--- config.mk ---
export PLATFORM = sky130hd
export DESIGN_NAME = smbus_status_sequencer
export DESIGN_NICKNAME = d
export VERILOG_FILES = /design/src/hw/smbus_seq_pkg.sv /design/src/hw/smbus_line_sync.sv /design/src/hw/smbus_status_sequencer.sv
export SDC_FILE = /design/constraint.sdc
export NUM_CORES = 1
export LEC_CHECK = 0
export BUFFER_PORTS_ARGS = -buffer_cell sky130_fd_sc_hd__buf_2
export CAP_MARGIN = 15
export CORE_MARGIN = 2
export CORE_UTILIZATION = 44
export DETAILED_ROUTE_END_ITERATION = 12
export PLACE_DENSITY = 0.66
export SLEW_MARGIN = 20
export SYNTH_ARGS = -nofsm -noshare
export SYNTH_HDL_FRONTEND = slang
export SYNTH_SLANG_ARGS = --single-unit
--- constraint.sdc ---
create_clock -name mclk_in -period 8.08 [get_ports mclk_in]
set_clock_uncertainty 0.1 [all_clocks]
set_input_delay 0.404 -clock mclk_in [delete_from_list [all_inputs] [get_ports mclk_in]]
set_output_delay 0.404 -clock mclk_in [all_outputs]
set_load 0.05 [all_outputs]
--- src/hw/smbus_seq_pkg.sv ---
// Constants, encodings and timing for the two-wire status sequencer
//
// How it works
// RQ1 - Slave receiver mode ends when a STOP is seen on the bus.
// RQ2 - A data write during an active slave receive switches to slave transmit.
// RQ3 - Byte interrupt comes before the ack slot without hw ack, after it with.
// RQ4 - Vector 1110 reports START done; software loads address, next 1100.
// RQ5 - Start request while at 1110 makes a fresh START, 1110 again.
// RQ6 - Vector 1100 with ack 0 is a NACKed byte; stop aborts, both restart.
// RQ7 - Vector 1100 with ack 1 is an ACKed byte; next byte gives 1100.
// RQ8 - Stop alone ends with STOP; start and stop give STOP then START.
// RQ9 - Start alone after a sent byte makes a repeated START, vector 1110.
// RQ10 - Clearing the flag without a data write enters master receive, 1000.
// RQ11 - With hw ack, 1000 and ack 1 is an ACKed received byte.
// RQ12 - Software clears ack before release to NACK the final byte.
// RQ13 - After the last byte stop, or stop with start giving 1110.
// RQ14 - Data write before flag release turns receive into transmit, 1100.
// RQ15 - Without hw ack, 1000 with ack request set awaits software's ack bit.
// RQ16 - Start alone in master receive gives repeated START, vector 1110.
// RQ17 - Software touches the data byte only while the interrupt flag is set; the code loads a data write at any time.
// RQ18 - Shifting is MSB first; first received bit lands in the top bit.
// RQ19 - Bus is held, SCL low, until the flag clears; then settings apply.
package smbus_seq_pkg;
  // ---------------------------------------------------------------
  // Register map
  // ---------------------------------------------------------------
  localparam logic [4:0] ADDR_CTRL = 5'h00;
  localparam logic [4:0] ADDR_STAT = 5'h04;
  localparam logic [4:0] ADDR_DATA = 5'h08;
  localparam logic [4:0] ADDR_OWN = 5'h0C;
  localparam logic [4:0] ADDR_INT_STS = 5'h10;
  localparam logic [4:0] ADDR_INT_CLR = 5'h14;
  localparam logic [4:0] ADDR_INT_EN = 5'h18;
  // Control bit positions
  localparam int CTRL_SI = 0;
  localparam int CTRL_ACK = 1;
  localparam int CTRL_STA = 2;
  localparam int CTRL_STO = 3;
  localparam int CTRL_HWACK = 4;
  localparam int CTRL_EN = 5;
  // Interrupt status bit positions
  localparam int INT_BYTE = 0;
  localparam int INT_STOP = 1;
  localparam int INT_ARB = 2;
  // Reset values
  localparam logic [6:0] OWN_ADDR_RST = 7'h3A;
  localparam logic [7:0] DATA_RST = 8'h00;
  localparam logic [2:0] INT_RST = 3'h0;
  // ---------------------------------------------------------------
  // Status vectors
  // ---------------------------------------------------------------
  localparam logic [3:0] VEC_IDLE = 4'h0;
  localparam logic [3:0] VEC_MSTART = 4'hE;
  localparam logic [3:0] VEC_MTX = 4'hC;
  localparam logic [3:0] VEC_MRX = 4'h8;
  localparam logic [3:0] VEC_SRX = 4'h2;
  localparam logic [3:0] VEC_STX = 4'h4;
  // ---------------------------------------------------------------
  // Bit timing
  // ---------------------------------------------------------------
  localparam int CLK_NS = 20;
  localparam int SCL_PHASE_NS = 4700;
  localparam logic [8:0] PHASE_CYC = 9'((SCL_PHASE_NS + CLK_NS - 1) / CLK_NS);
  localparam logic [3:0] BIT_ACK = 4'h8;
  localparam logic [3:0] BIT_PRE = 4'hF;
  // Master sequencing states, Gray in declaration order
  typedef enum logic [2:0] {
    M_IDLE = 3'h0,
    M_START = 3'h1,
    M_HOLD = 3'h3,
    M_BIT_LOW = 3'h2,
    M_BIT_HIGH = 3'h6,
    M_STOP_A = 3'h7,
    M_STOP_B = 3'h5,
    M_RESTART = 3'h4
  } mst_state_t;
endpackage

--- src/hw/smbus_line_sync.sv ---
// Two-flop synchronisers and edge detection for the bus lines
`timescale 1ns/1ps
module smbus_line_sync (
  input wire logic mclk_in,
  input wire logic srst_in,
  input wire logic ce_in,
  input wire logic [1:0] lines_in,
  output logic [1:0] lvl_out,
  output logic [1:0] rise_out,
  output logic [1:0] fall_out
);
  // ---------------------------------------------------------------
  // Per-line synchroniser
  // ---------------------------------------------------------------
  genvar i;
  generate
    for (i = 0; i < 2; i++)
    begin : g_line
      logic meta_reg;
      logic sync_reg;
      logic prev_reg;
      // Reset to high: an idle bus floats high
      always_ff @(posedge mclk_in)
      begin
        if (srst_in)
        begin
          meta_reg <= 1'b1;
          sync_reg <= 1'b1;
          prev_reg <= 1'b1;
        end
        else if (ce_in)
        begin
          meta_reg <= lines_in[i];
          sync_reg <= meta_reg;
          prev_reg <= sync_reg;
        end
      end
      // Edges only from the settled stages
      assign lvl_out[i] = sync_reg;
      assign rise_out[i] = sync_reg & ~prev_reg;
      assign fall_out[i] = ~sync_reg & prev_reg;
    end
  endgenerate
endmodule

--- src/hw/smbus_status_sequencer.sv ---
// Status-vector driven two-wire master/slave sequencer with APB registers
//
// Local design decisions: the APB slave port and the placing of the registers.
`timescale 1ns/1ps
module smbus_status_sequencer (
  input wire logic mclk_in,
  input wire logic srst_in,
  input wire logic ce_in,
  input wire logic psel_in,
  input wire logic penable_in,
  input wire logic pwrite_in,
  input wire logic [4:0] paddr_in,
  input wire logic [31:0] pwdata_in,
  output logic [31:0] prdata_out,
  output logic pready_out,
  output logic pslverr_out,
  input wire logic scl_in,
  output logic scl_out,
  output logic scl_oe_out,
  input wire logic sda_in,
  output logic sda_out,
  output logic sda_oe_out,
  output logic irq_out
);
  // ---------------------------------------------------------------
  // Declarations
  // ---------------------------------------------------------------
  smbus_seq_pkg::mst_state_t state_reg, state_next;
  logic [3:0] bitn_reg, bitn_next;
  logic tx_reg, tx_next;
  logic rs_reg, rs_next;
  logic [8:0] tmr_reg;
  logic [7:0] shift_reg;
  logic [6:0] own_reg;
  logic [3:0] vec_reg;
  logic [2:0] int_sts_reg, int_en_reg;
  logic [31:0] prdata_reg;
  logic si_reg, ack_reg, sta_reg, sto_reg, hwack_reg, en_reg;
  logic ack_request_flag_reg, arb_reg, data_wr_reg;
  logic listen_reg, addr_ph_reg, match_reg, slv_active_reg, slv_tx_reg;
  logic [3:0] bits_reg;
  logic scl_oe_reg, sda_oe_reg;
  logic [1:0] lvl, rise, fall;

  // Bus lines synchronised before any use
  smbus_line_sync u_sync (
    .mclk_in(mclk_in),
    .srst_in(srst_in),
    .ce_in(ce_in),
    .lines_in({sda_in, scl_in}),
    .lvl_out(lvl),
    .rise_out(rise),
    .fall_out(fall)
  );
  wire scl_lvl = lvl[0];
  wire sda_lvl = lvl[1];
  wire start_det = fall[1] & scl_lvl;
  wire stop_det = rise[1] & scl_lvl;

  // ---------------------------------------------------------------
  // APB decode
  // ---------------------------------------------------------------
  wire apb_setup = psel_in & ~penable_in;
  wire apb_acc = psel_in & penable_in;
  wire hit_ctrl = paddr_in == smbus_seq_pkg::ADDR_CTRL;
  wire hit_stat = paddr_in == smbus_seq_pkg::ADDR_STAT;
  wire hit_data = paddr_in == smbus_seq_pkg::ADDR_DATA;
  wire hit_own = paddr_in == smbus_seq_pkg::ADDR_OWN;
  wire hit_ists = paddr_in == smbus_seq_pkg::ADDR_INT_STS;
  wire hit_iclr = paddr_in == smbus_seq_pkg::ADDR_INT_CLR;
  wire hit_ien = paddr_in == smbus_seq_pkg::ADDR_INT_EN;
  wire mapped = hit_ctrl | hit_stat | hit_data | hit_own | hit_ists | hit_iclr | hit_ien;
  wire apb_wr = apb_acc & pwrite_in;
  wire wr_ctrl = apb_wr & hit_ctrl;
  wire wr_data = apb_wr & hit_data;
  wire si_clr = wr_ctrl & ~pwdata_in[smbus_seq_pkg::CTRL_SI];
  wire [2:0] int_clr = (apb_wr & hit_iclr) ? pwdata_in[2:0] : 3'h0;
  wire [31:0] ctrl_rd = {26'h0, en_reg, hwack_reg, sto_reg, sta_reg, ack_reg, si_reg};
  wire [31:0] stat_rd = {24'h0, slv_tx_reg, slv_active_reg, arb_reg, ack_request_flag_reg, vec_reg};
  // Write-only clear register reads as zero
  wire [31:0] rd_mux = hit_ctrl ? ctrl_rd :
                       hit_stat ? stat_rd :
                       hit_data ? {24'h0, shift_reg} :
                       hit_own ? {25'h0, own_reg} :
                       hit_ists ? {29'h0, int_sts_reg} :
                       hit_ien ? {29'h0, int_en_reg} : 32'h0;
  // Zero wait states; read data captured in the setup cycle
  assign pready_out = 1'b1;
  assign pslverr_out = apb_acc & ~mapped;
  assign prdata_out = prdata_reg;

  // ---------------------------------------------------------------
  // Master event decode
  // ---------------------------------------------------------------
  wire tmr_done = tmr_reg == 9'h000;
  wire st_idle = state_reg == smbus_seq_pkg::M_IDLE;
  wire st_hold = state_reg == smbus_seq_pkg::M_HOLD;
  wire st_bh = state_reg == smbus_seq_pkg::M_BIT_HIGH;
  wire st_sb = state_reg == smbus_seq_pkg::M_STOP_B;
  wire mst_active = ~st_idle;
  wire bh_done = st_bh & tmr_done & scl_lvl;
  wire data_bit = bitn_reg < smbus_seq_pkg::BIT_ACK;
  wire arb_hit = bh_done & data_bit & tx_reg & shift_reg[7] & ~sda_lvl;
  // RQ3 early interrupt
  wire byte_end = bh_done & (bitn_reg == 4'h7) & ~tx_reg & ~hwack_reg;
  wire ack_end = bh_done & (bitn_reg == smbus_seq_pkg::BIT_ACK);
  wire start_end = (state_reg == smbus_seq_pkg::M_START) & tmr_done;
  wire hold_go = st_hold & ~si_reg;
  // RQ3 RQ7 RQ11 late interrupt when transmitting or when hardware acks
  wire mst_si = start_end | arb_hit | byte_end | (ack_end & (tx_reg | hwack_reg));
  wire [3:0] mst_vec = start_end ? smbus_seq_pkg::VEC_MSTART :
                       tx_reg ? smbus_seq_pkg::VEC_MTX : smbus_seq_pkg::VEC_MRX;
  // Drive levels per state; ack slot drives low for ACK when receiving
  wire bit_drv = data_bit ? (tx_reg & ~shift_reg[7]) : (~tx_reg & ack_reg);
  wire mst_scl = (state_reg == smbus_seq_pkg::M_HOLD) |
                 (state_reg == smbus_seq_pkg::M_BIT_LOW) |
                 (state_reg == smbus_seq_pkg::M_STOP_A) |
                 (state_reg == smbus_seq_pkg::M_RESTART);
  wire mst_sda = (state_reg == smbus_seq_pkg::M_START) |
                 (state_reg == smbus_seq_pkg::M_STOP_A) | (st_sb & ~rs_reg) |
                 (((state_reg == smbus_seq_pkg::M_BIT_LOW) | st_bh) & bit_drv);

  // ---------------------------------------------------------------
  // Slave event decode
  // ---------------------------------------------------------------
  wire slv_on = listen_reg & ~mst_active;
  wire slv_fall = fall[0] & slv_on;
  wire slv_rise = rise[0] & slv_on;
  wire slv_bit = bits_reg < smbus_seq_pkg::BIT_ACK;
  wire slv_ack = bits_reg == smbus_seq_pkg::BIT_ACK;
  wire match_now = (shift_reg[7:1] == own_reg) & ~shift_reg[0];
  wire ack_ok = addr_ph_reg ? (match_reg & (hwack_reg | ack_reg)) : ack_reg;
  wire slv_byte_si = slv_fall & (bits_reg == 4'h7) & ~slv_tx_reg & ~hwack_reg &
                     (~addr_ph_reg | match_now);
  wire slv_ack_si = slv_fall & slv_ack & (slv_tx_reg | (hwack_reg & ack_ok));
  wire slv_sda = slv_on & (slv_ack ? (~slv_tx_reg & ack_ok & (hwack_reg | ~si_reg)) :
                           (slv_tx_reg & slv_bit & ~shift_reg[7]));
  // RQ19 stretch while software owns the flag
  wire slv_scl = slv_on & si_reg;
  wire si_set = mst_si | slv_byte_si | slv_ack_si;

  // ---------------------------------------------------------------
  // Master next state
  // ---------------------------------------------------------------
  always_comb
  begin
    state_next = state_reg;
    bitn_next = bitn_reg;
    tx_next = tx_reg;
    rs_next = rs_reg;
    case (state_reg)
      smbus_seq_pkg::M_IDLE:
        if (en_reg & sta_reg & ~si_reg & scl_lvl & sda_lvl & ~listen_reg)
          state_next = smbus_seq_pkg::M_START;
      smbus_seq_pkg::M_START:
        if (tmr_done)
          state_next = smbus_seq_pkg::M_HOLD;
      smbus_seq_pkg::M_HOLD:
        if (~si_reg)
        begin
          // RQ15 software ack bit sent in the pending slot
          if (ack_request_flag_reg)
          begin
            state_next = smbus_seq_pkg::M_BIT_LOW;
            bitn_next = smbus_seq_pkg::BIT_ACK;
            tx_next = 1'b0;
          end
          // RQ8 RQ13 stop first; a kept start request restarts from idle
          else if (sto_reg)
          begin
            state_next = smbus_seq_pkg::M_STOP_A;
            rs_next = 1'b0;
          end
          // RQ9 RQ16 RQ5 repeated start from any held state
          else if (sta_reg)
          begin
            state_next = smbus_seq_pkg::M_RESTART;
            rs_next = 1'b1;
          end
          // RQ14 a fresh data write means transmit, else receive
          else
          begin
            state_next = smbus_seq_pkg::M_BIT_LOW;
            bitn_next = 4'h0;
            tx_next = data_wr_reg;
          end
        end
      smbus_seq_pkg::M_BIT_LOW:
        if (tmr_done)
          state_next = smbus_seq_pkg::M_BIT_HIGH;
      smbus_seq_pkg::M_BIT_HIGH:
        if (arb_hit)
          state_next = smbus_seq_pkg::M_IDLE;
        else if (ack_end | byte_end)
          state_next = smbus_seq_pkg::M_HOLD;
        else if (bh_done)
        begin
          state_next = smbus_seq_pkg::M_BIT_LOW;
          bitn_next = bitn_reg + 4'h1;
        end
      smbus_seq_pkg::M_STOP_A, smbus_seq_pkg::M_RESTART:
        if (tmr_done)
          state_next = smbus_seq_pkg::M_STOP_B;
      smbus_seq_pkg::M_STOP_B:
        if (tmr_done & scl_lvl)
          state_next = rs_reg ? smbus_seq_pkg::M_START : smbus_seq_pkg::M_IDLE;
      default:
        state_next = smbus_seq_pkg::M_IDLE;
    endcase
  end

  // Master registers and phase timer; high phases wait out stretching
  always_ff @(posedge mclk_in)
  begin
    if (srst_in)
    begin
      state_reg <= smbus_seq_pkg::M_IDLE;
      bitn_reg <= 4'h0;
      tx_reg <= 1'b0;
      rs_reg <= 1'b0;
      tmr_reg <= smbus_seq_pkg::PHASE_CYC;
    end
    else if (ce_in)
    begin
      state_reg <= state_next;
      bitn_reg <= bitn_next;
      tx_reg <= tx_next;
      rs_reg <= rs_next;
      if ((state_next != state_reg) | ((st_bh | st_sb) & ~scl_lvl))
        tmr_reg <= smbus_seq_pkg::PHASE_CYC;
      else if (~tmr_done)
        tmr_reg <= tmr_reg - 9'h001;
    end
  end

  // ---------------------------------------------------------------
  // Control, flag and data registers
  // ---------------------------------------------------------------
  wire sta_hw_clr = (st_idle & state_next == smbus_seq_pkg::M_START) |
                    (hold_go & state_next == smbus_seq_pkg::M_RESTART);
  wire sto_hw_clr = st_sb & ~rs_reg & tmr_done & scl_lvl;
  always_ff @(posedge mclk_in)
  begin
    if (srst_in)
    begin
      {en_reg, hwack_reg, sto_reg, sta_reg, ack_reg} <= 5'h00;
      si_reg <= 1'b0;
      vec_reg <= smbus_seq_pkg::VEC_IDLE;
      ack_request_flag_reg <= 1'b0;
      arb_reg <= 1'b0;
      data_wr_reg <= 1'b0;
    end
    else if (ce_in)
    begin
      // Set wins over a clear in the same cycle
      si_reg <= si_set | (si_reg & ~si_clr);
      if (si_set)
        vec_reg <= mst_si ? mst_vec : (slv_tx_reg ? smbus_seq_pkg::VEC_STX :
                                       smbus_seq_pkg::VEC_SRX);
      if (wr_ctrl)
      begin
        en_reg <= pwdata_in[smbus_seq_pkg::CTRL_EN];
        hwack_reg <= pwdata_in[smbus_seq_pkg::CTRL_HWACK];
        sto_reg <= pwdata_in[smbus_seq_pkg::CTRL_STO];
        sta_reg <= pwdata_in[smbus_seq_pkg::CTRL_STA];
        ack_reg <= pwdata_in[smbus_seq_pkg::CTRL_ACK];
      end
      else
      begin
        sta_reg <= sta_reg & ~sta_hw_clr;
        sto_reg <= sto_reg & ~sto_hw_clr;
        // RQ6 received ack level captured for transmitted bytes
        if ((ack_end & tx_reg) | (slv_rise & slv_ack & slv_tx_reg))
          ack_reg <= ~sda_lvl;
      end
      ack_request_flag_reg <= byte_end | slv_byte_si |
                   (ack_request_flag_reg & ~(hold_go | (slv_fall & slv_ack)));
      arb_reg <= arb_hit | (arb_reg & ~si_clr);
      data_wr_reg <= wr_data | (data_wr_reg & ~(hold_go & ~ack_request_flag_reg));
    end
  end

  // RQ18 shared shift register, MSB first in and out
  always_ff @(posedge mclk_in)
  begin
    if (srst_in)
      shift_reg <= smbus_seq_pkg::DATA_RST;
    else if (ce_in)
    begin
      if (wr_data)
        shift_reg <= pwdata_in[7:0];
      else if ((bh_done & data_bit) | (slv_rise & slv_bit))
        shift_reg <= {shift_reg[6:0], sda_lvl};
    end
  end

  // ---------------------------------------------------------------
  // Slave receiver and transmitter tracking
  // ---------------------------------------------------------------
  always_ff @(posedge mclk_in)
  begin
    if (srst_in)
    begin
      {listen_reg, addr_ph_reg, match_reg, slv_active_reg, slv_tx_reg} <= 5'h00;
      bits_reg <= smbus_seq_pkg::BIT_PRE;
    end
    else if (ce_in)
    begin
      // RQ1 stop ends any slave role
      if (stop_det)
        {listen_reg, slv_active_reg, slv_tx_reg} <= 3'h0;
      else if (start_det & ~mst_active & en_reg)
      begin
        {listen_reg, addr_ph_reg} <= 2'h3;
        {slv_active_reg, slv_tx_reg} <= 2'h0;
        bits_reg <= smbus_seq_pkg::BIT_PRE;
      end
      else
      begin
        // RQ2 data write while receiving turns to transmit
        if (wr_data & slv_active_reg)
          slv_tx_reg <= 1'b1;
        if (slv_fall)
        begin
          bits_reg <= slv_ack ? 4'h0 : bits_reg + 4'h1;
          if (bits_reg == 4'h7)
            match_reg <= match_now;
          if (slv_ack & addr_ph_reg)
          begin
            addr_ph_reg <= 1'b0;
            listen_reg <= ack_ok;
            slv_active_reg <= ack_ok;
          end
        end
      end
    end
  end

  // ---------------------------------------------------------------
  // Own address, interrupts, read data and pin enables
  // ---------------------------------------------------------------
  wire [2:0] int_ev = {arb_hit, stop_det, si_set};
  always_ff @(posedge mclk_in)
  begin
    if (srst_in)
    begin
      own_reg <= smbus_seq_pkg::OWN_ADDR_RST;
      int_sts_reg <= smbus_seq_pkg::INT_RST;
      int_en_reg <= smbus_seq_pkg::INT_RST;
      prdata_reg <= 32'h0;
      scl_oe_reg <= 1'b0;
      sda_oe_reg <= 1'b0;
    end
    else if (ce_in)
    begin
      if (apb_wr & hit_own)
        own_reg <= pwdata_in[6:0];
      if (apb_wr & hit_ien)
        int_en_reg <= pwdata_in[2:0];
      int_sts_reg <= int_ev | (int_sts_reg & ~int_clr);
      if (apb_setup & ~pwrite_in)
        prdata_reg <= rd_mux;
      scl_oe_reg <= mst_scl | slv_scl;
      // Data waits a cycle while the clock is being pulled low, so a data
      // change never lands on a falling clock and fakes a START or STOP
      if (scl_oe_reg | ~(mst_scl | slv_scl))
        sda_oe_reg <= mst_sda | slv_sda;
    end
  end
  // Open drain: pins only ever pulled low
  assign scl_out = 1'b0;
  assign sda_out = 1'b0;
  assign scl_oe_out = scl_oe_reg;
  assign sda_oe_out = sda_oe_reg;
  assign irq_out = |(int_sts_reg & int_en_reg);
endmodule

==> metrics.yaml, run 1 <==
antenna_cells: 0
postCtsSetupBuffers: 0
ys.flop_type: "dfxtp_1"
start_util: 0.456
slew_viol_final: 0
fin_nets: 629
core_um2: 9820
hp-class: "in -> reg"
drt_pass1_iterations: 5
clk_latency_ns: 0.36
hpwl_um: 7900
yosysTopAreaCell: "dfxtp_1"
final_area_um2: 4830
dp.cells: 700
die_w_um: 105
grt_antenna_before_repair: 0
layoutNonFillerInstCount: 716
async_flop_share: 0
cts-resized-gates: 0
cts_tree: "yes"
clock_sinks: 76
overflow: 0
fin_util: 0.492
grt_max_degree: 58
rsz0062_at_grt: "false"
fin_crit_ns: 3.17
syn_avg_cell_area_um2: 7.86
pre_cts_ws_ns: 4.94
p_leak_nw: 1.74
p_total_mw: 0.832
vias: 4067
yosysMostFrequentCell: "dfxtp_1"
cts_buffers: 9
clockRootBuffer: "clkbuf_8"
drv_cap: 0
final_hold_viol_count: 0
htree_levels: 3
placed_area_um2: 4570
wl_um: 11200
syn_inst: 570
critPathMaxFanout: 8
netlist_area_um2: 4480
drt_iter0_drc: 280
syn_to_final_growth_pct: 7.85
cp-end-kind: "register"
clockBufferDepth: 2
viasPerCell: 5.68
ys_types: 64
io_buffers: 32
slew_headroom: 0.432
cellPowerDensity_nw_per_um2: 172
grt_pass1_vias: 3713
largest_reg_flops: 9
drc_errors: 0
max_freq_mhz: 315
path_clk_slew_ns: 0.08
synth_top_area_share: 0.340
tns_ns: 0
ir_worst_vdd_v: 0.000107
start_kind: "register"
ys_ff_latch: 76
synthTopCellsByArea: "dfxtp_1, mux2i_1, a21oi_1, nand2_1, buf_4"
track_usage: 0.208
synth-edff-count: 0
gp_congestion: 0.868
rows: 36
tightest_slew_ns: 0.845
ios: 84
fin_crit_sh: 0.392
cts_hold_buf: 0
grt_pass1_wl_um: 18600
hold-worst-slack_ns: 0.170
drive_above_1_share: 0.108
cp.required_ns: 8.25
status: "finished clean"
routedWlPerCell_um: 15.6
worst_slack_ns: 4.91
nFillCells: 998
yosys_warnings: 0
setup_viol: 0
crit_type: "reg -> reg"
detail-route-antenna-nets: 0
cp.arrival_ns: 3.34
dieArea_um2: 11000
synth_common_cells: "dfxtp_1, nand2_1, a21oi_1, nor2_1, clkbuf_1"
yosysSeqAreaShare: 0.340
die_height_um: 105
where the power goes:
group	total, mW	switching [mW]	leakage [nW]	internal [mW]
clock network	0.371	0.148	0.126	0.223
logic	0.0782	0.0620	1.00	0.0162
registers	0.382	0.00353	0.615	0.378
total	0.832	0.214	1.74	0.618
layer usage:
| layer | vias to the layer above | wire length (µm) | track usage |
|---|---|---|---|
| met3 | 20 | 682 | 0.0349 |
| met5 | - | 0 | 0 |
| met4 | 0 | 233 | 0.0733 |
| li1 | 2016 | - | - |
| met1 | 1888 | 5080 | 0.284 |
| met2 | 143 | 5160 | 0.332 |
path summary, 6_finish.rpt:
| kind | from | cells past startpoint | slack (ns) | end |
|---|---|---|---|---|
| setup reg to reg | tmr_reg[0] | 9 | 4.91 | vec_reg[1] |
| hold reg to reg | vec_reg[2] | 2 | 0.36 | vec_reg[2] |
| setup / recovery | tmr_reg[0] | 9 | 4.91 | vec_reg[1] |
| hold / removal | sda_in | 3 | 0.17 | u_sync.g_line[1].meta_reg |
worst max-delay path, stage by stage, from the launching register on:
cell and delay (ns):
dfxtp_1 0.31, inv_1 0.11, ha_1 0.18, or4bb_1 0.47
or3_1 0.47, nor4_1 0.62, or4_1 0.25, o31ai_1 0.21
nor2b_1 0.21, nor3_1 0.15
placed cells by master, fill, tap and decap left out, drive strengths merged, types with 3 or more instances in the layout:
master,n
a22o,5
o31ai,5
nand4,4
ha,6
nor2,47
nor3b,6
inv,22
a31oi,8
o22ai,4
o21a,4
a21oi,47
a211oi,15
bufinv,3
nor4,4
xor2,7
and2,3
dfxtp,76
nor3,17
conb,27
or2,5
nor2b,16
nand3,15
nand3b,7
mux2,4
o21ai,28
nand2,57
o211ai,3
buf,35
nand2b,5
a22oi,5
or3,10
clkbuf,11
and3,3
a2111oi,3
o311ai,8
or4,7
mux2i,24
area by class of cell:
class	instances	area, µm²	area share
Clock inverter	5	106	0.0220
Tap cell	133	166	0.0344
Sequential cell	76	1520	0.315
Timing Repair Buffer	35	183	0.0378
Multi-Input combinational cell	435	2630	0.543
Clock buffer	11	151	0.0313
Inverter	21	78.8	0.0163
cell families (layout without fill, tap and decap cells):
group                      count (synthesis)  after routing  synth area share
muxes                                     28             28            0.0637
xor gates and xnor gates                   9              9            0.0176
adders and majority gates                  6              6            0.0168
DFF                                       76             76             0.340
buffers and inverters                     84             72            0.0955
other                                      2             27           0.00168
and+or+nand+nor                          215            215             0.250
AOI/OAI and AO/OA                        150            150             0.216
Note: power is estimated with default switching activity, not from simulation.
==> inputs of run 2 (changes only) <==
PLACE_DENSITY = 0.68   (was 0.66)
clock period = 2.55 ns   (was 8.08 ns; I/O delays follow)
==> run 2 against run 1 <==
The run now ends with negative setup slack left. Critical path depth down 1. Highest routed layer unchanged. Routed wire length up 13%. Cell count up 9.6%. Total power rose to 3.0 times the previous value. Sequential share of layout area down 3.9 points. Worst setup slack worse by 5.0 ns. Combinational power rose to 3.6 times the previous value. Global-route usage up 2.1 points. Utilization up 7.1 points. Critical path type unchanged. Hold slack worse by 0.16 ns. Critical endpoint is now bitn_reg[2]. Die area unchanged.
==> metrics.yaml, run 2 (synthesis gave the netlist of run 1 again) <==
worstReg2RegEnd: "bitn_reg[2]"
cellPowerDensity_nw_per_um2: 455  # +160%
detail-route-antenna-nets: 0  # unchanged
drc_errors: 0  # unchanged
slowest_delay_ns: 0.43  # -0.19 ns
cts_tree: "yes"
largest_reg_flops: 9  # unchanged
clock_sinks: 76  # unchanged
cp.required_ns: 2.75  # -5.50 ns
antenna_cells: 0  # unchanged
die_height_um: 105  # unchanged
mostFrequentLayoutCells: "dfxtp_1, buf_4, nand2_1, nor2_1, a21oi_1"
tightest_slew_ns: 0.558  # -0.287 ns
fin_nets: 698  # +11%
seqCellArea_um2: 1530  # +0.25%
fin_crit_ns: 2.69  # -0.485 ns
fin_crit_sh: 1.05  # +0.661
path_clk_slew_ns: 0.09  # about the same
clk_latency_ns: 0.37  # about the same
start_kind: "register"
hpwl_um: 8910  # +13%
start_util: 0.456  # unchanged
grt_max_degree: 38  # -34%
overflow: 0  # unchanged
p_leak_nw: 2.09  # +20%
syn_to_final_growth_pct: 23.5
status: "finished with violations"
drt_iter0_drc: 314  # +12%
tns_ns: -0.467  # -0.467 ns
drt_pass1_iterations: 5  # unchanged
rsz0062_at_grt: "true"
drive_above_1_share: 0.235  # +0.127
critPathMaxFanout: 5  # -3
crit_slowest_cell: "or4_1"
htree_levels: 3  # unchanged
nFillCells: 926  # -7.2%
wl_um: 12700  # +13%
rows: 36  # unchanged
failed_checks: "negative setup slack"
vias: 4414  # +8.5%
crit_end: "bitn_reg[2]"
crit_path_start: "tmr_reg[0]"
final_hold_viol_count: 0  # unchanged
cp.arrival_ns: 2.88  # -0.46 ns
worst_slack_ns: -0.136  # -5.05 ns
slew_viol_final: 0  # unchanged
cp-end-kind: "register"
r2r_slack_ns: -0.14  # -5.05 ns
grt_antenna_before_repair: 0  # unchanged
final_common_cell: "dfxtp_1"
track_usage: 0.229  # +0.0207
max_freq_mhz: 372  # +18%
path_cells: "inv_2 -> ha_4 -> or4bb_1 -> or3_4 -> or2_0 -> a2111o_1 -> or4_1 -> a21oi_2"
routedWlPerCell_um: 16.1  # +3.4%
viasPerCell: 5.62  # -1.0%
clockBufferDepth: 2  # unchanged
drv_cap: 0  # unchanged
cts_buffers: 9  # unchanged
setup_viol: 7  # +7
slew_headroom: 0.628  # +0.196
r2r_cells: 8  # -1
multi_input_area_um2: 2800  # +6.5%
pre_cts_ws_ns: -0.306  # -5.25 ns
core_um2: 9820  # unchanged
clockRootBuffer: "clkbuf_8"
dieArea_um2: 11000  # unchanged
io_buffers: 32  # unchanged
grt_pass1_wl_um: 20300  # +9.2%
reg2reg_from: "tmr_reg[0]"
crit_type: "reg -> reg"
gp_congestion: 0.914  # +5.4%
die_w_um: 105  # unchanged
ios: 84  # unchanged
hp-class: "in -> reg"
grt_pass1_vias: 4137  # +11%
ir_worst_vdd_v: 0.000327  # +200%
-- run 2: cell count changes in the layout (fill, tap and decap cells not counted), moves of 3 or more --
| cell | delta |
|---|---|
| buf_4 | +56 |
| a21oi_1 | -4 |
| a21oi_2 | +4 |
| buf_6 | +5 |
| dfxtp_1 | -3 |
| dlygate4sd3_1 | +7 |
| nor3_1 | -4 |
| dfxtp_2 | +3 |
-- run 2: how the worst min path moves through the flow --
stage | start | to | slack [ns] | depth (start not counted)
after floorplan | srst_in | u_sync.g_line[1].prev_reg | 0.16 | 2
after global placement | scl_in | u_sync.g_line[0].meta_reg | 0.25 | 3
after detailed placement | scl_in | u_sync.g_line[0].meta_reg | 0.25 | 3
after CTS | pwdata_in[2] | own_reg[2] | 0.002 | 3
after global routing | pwdata_in[0] | own_reg[0] | 0.02 | 3
final | paddr_in[0] | prdata_out[7] | 0.01 | 4
-- run 2: metrics by stage --
| stage | cell area [µm²] | utilization | cells | hold WS [ns] | power, mW |
|---|---|---|---|---|---|
| 4_1_cts | 5380 | 0.548 | 780 | 0.00177 | 2.53 |
| 3_3_place_gp | 5020 | 0.511 | 753 | 0.245 | 1.50 |
| 2_1_floorplan | 4620 | - | 595 | 0.155 | 1.46 |
| 6_report | 5530 | 0.563 | 785 | 0.0143 | 2.52 |
| 3_5_place_dp | 5020 | 0.511 | 753 | 0.246 | 1.50 |
| 5_1_grt | 5530 | 0.563 | 785 | 0.0165 | 2.60 |
-- run 2: power by group --
part / total [mW] / switching [mW] / leakage (nW) / internal (mW)
sequential: 1.21 / 0.00822 / 0.615 / 1.20
combinational: 0.284 / 0.211 / 1.37 / 0.0723
clock: 1.03 / 0.477 / 0.102 / 0.551
total: 2.52 / 0.696 / 2.09 / 1.82
-- run 2: cell type report --
cell class | count | area share
multi-input combinational | 435 | 0.505
clock inverter | 6 | 0.0161
sequential | 76 | 0.276
tap | 133 | 0.0301
clock buffer | 10 | 0.0231
timing repair buffer | 104 | 0.135
inverter | 21 | 0.0142
-- run 2: what timing repair did --
item	4_1_cts	5_1_grt
setup buffers	4	5
pin swaps	7	16
setup endpoints to repair	27	26
gates resized for setup	16	23
hold buffers	7	0
endpoints found under the hold margin	10	0
-- run 2: layer usage --
metal	global-route usage	up-vias	part of all wire
li1	-	2165	-
met1	0.293	2061	0.44
met2	0.375	157	0.47
met3	0.0412	31	0.054
met4	0.103	0	0.031
met5	0	-	0
-- run 2: critical path, delay by kind of cell (launching register included) --
family	cells	cell delay [ns]
buffers and inverters	1	0.08
flip-flops	1	0.33
AO/OA/AOI/OAI	2	0.54
AND/OR/NAND/NOR	4	1.44
adder cells (fa/ha/maj)	1	0.13
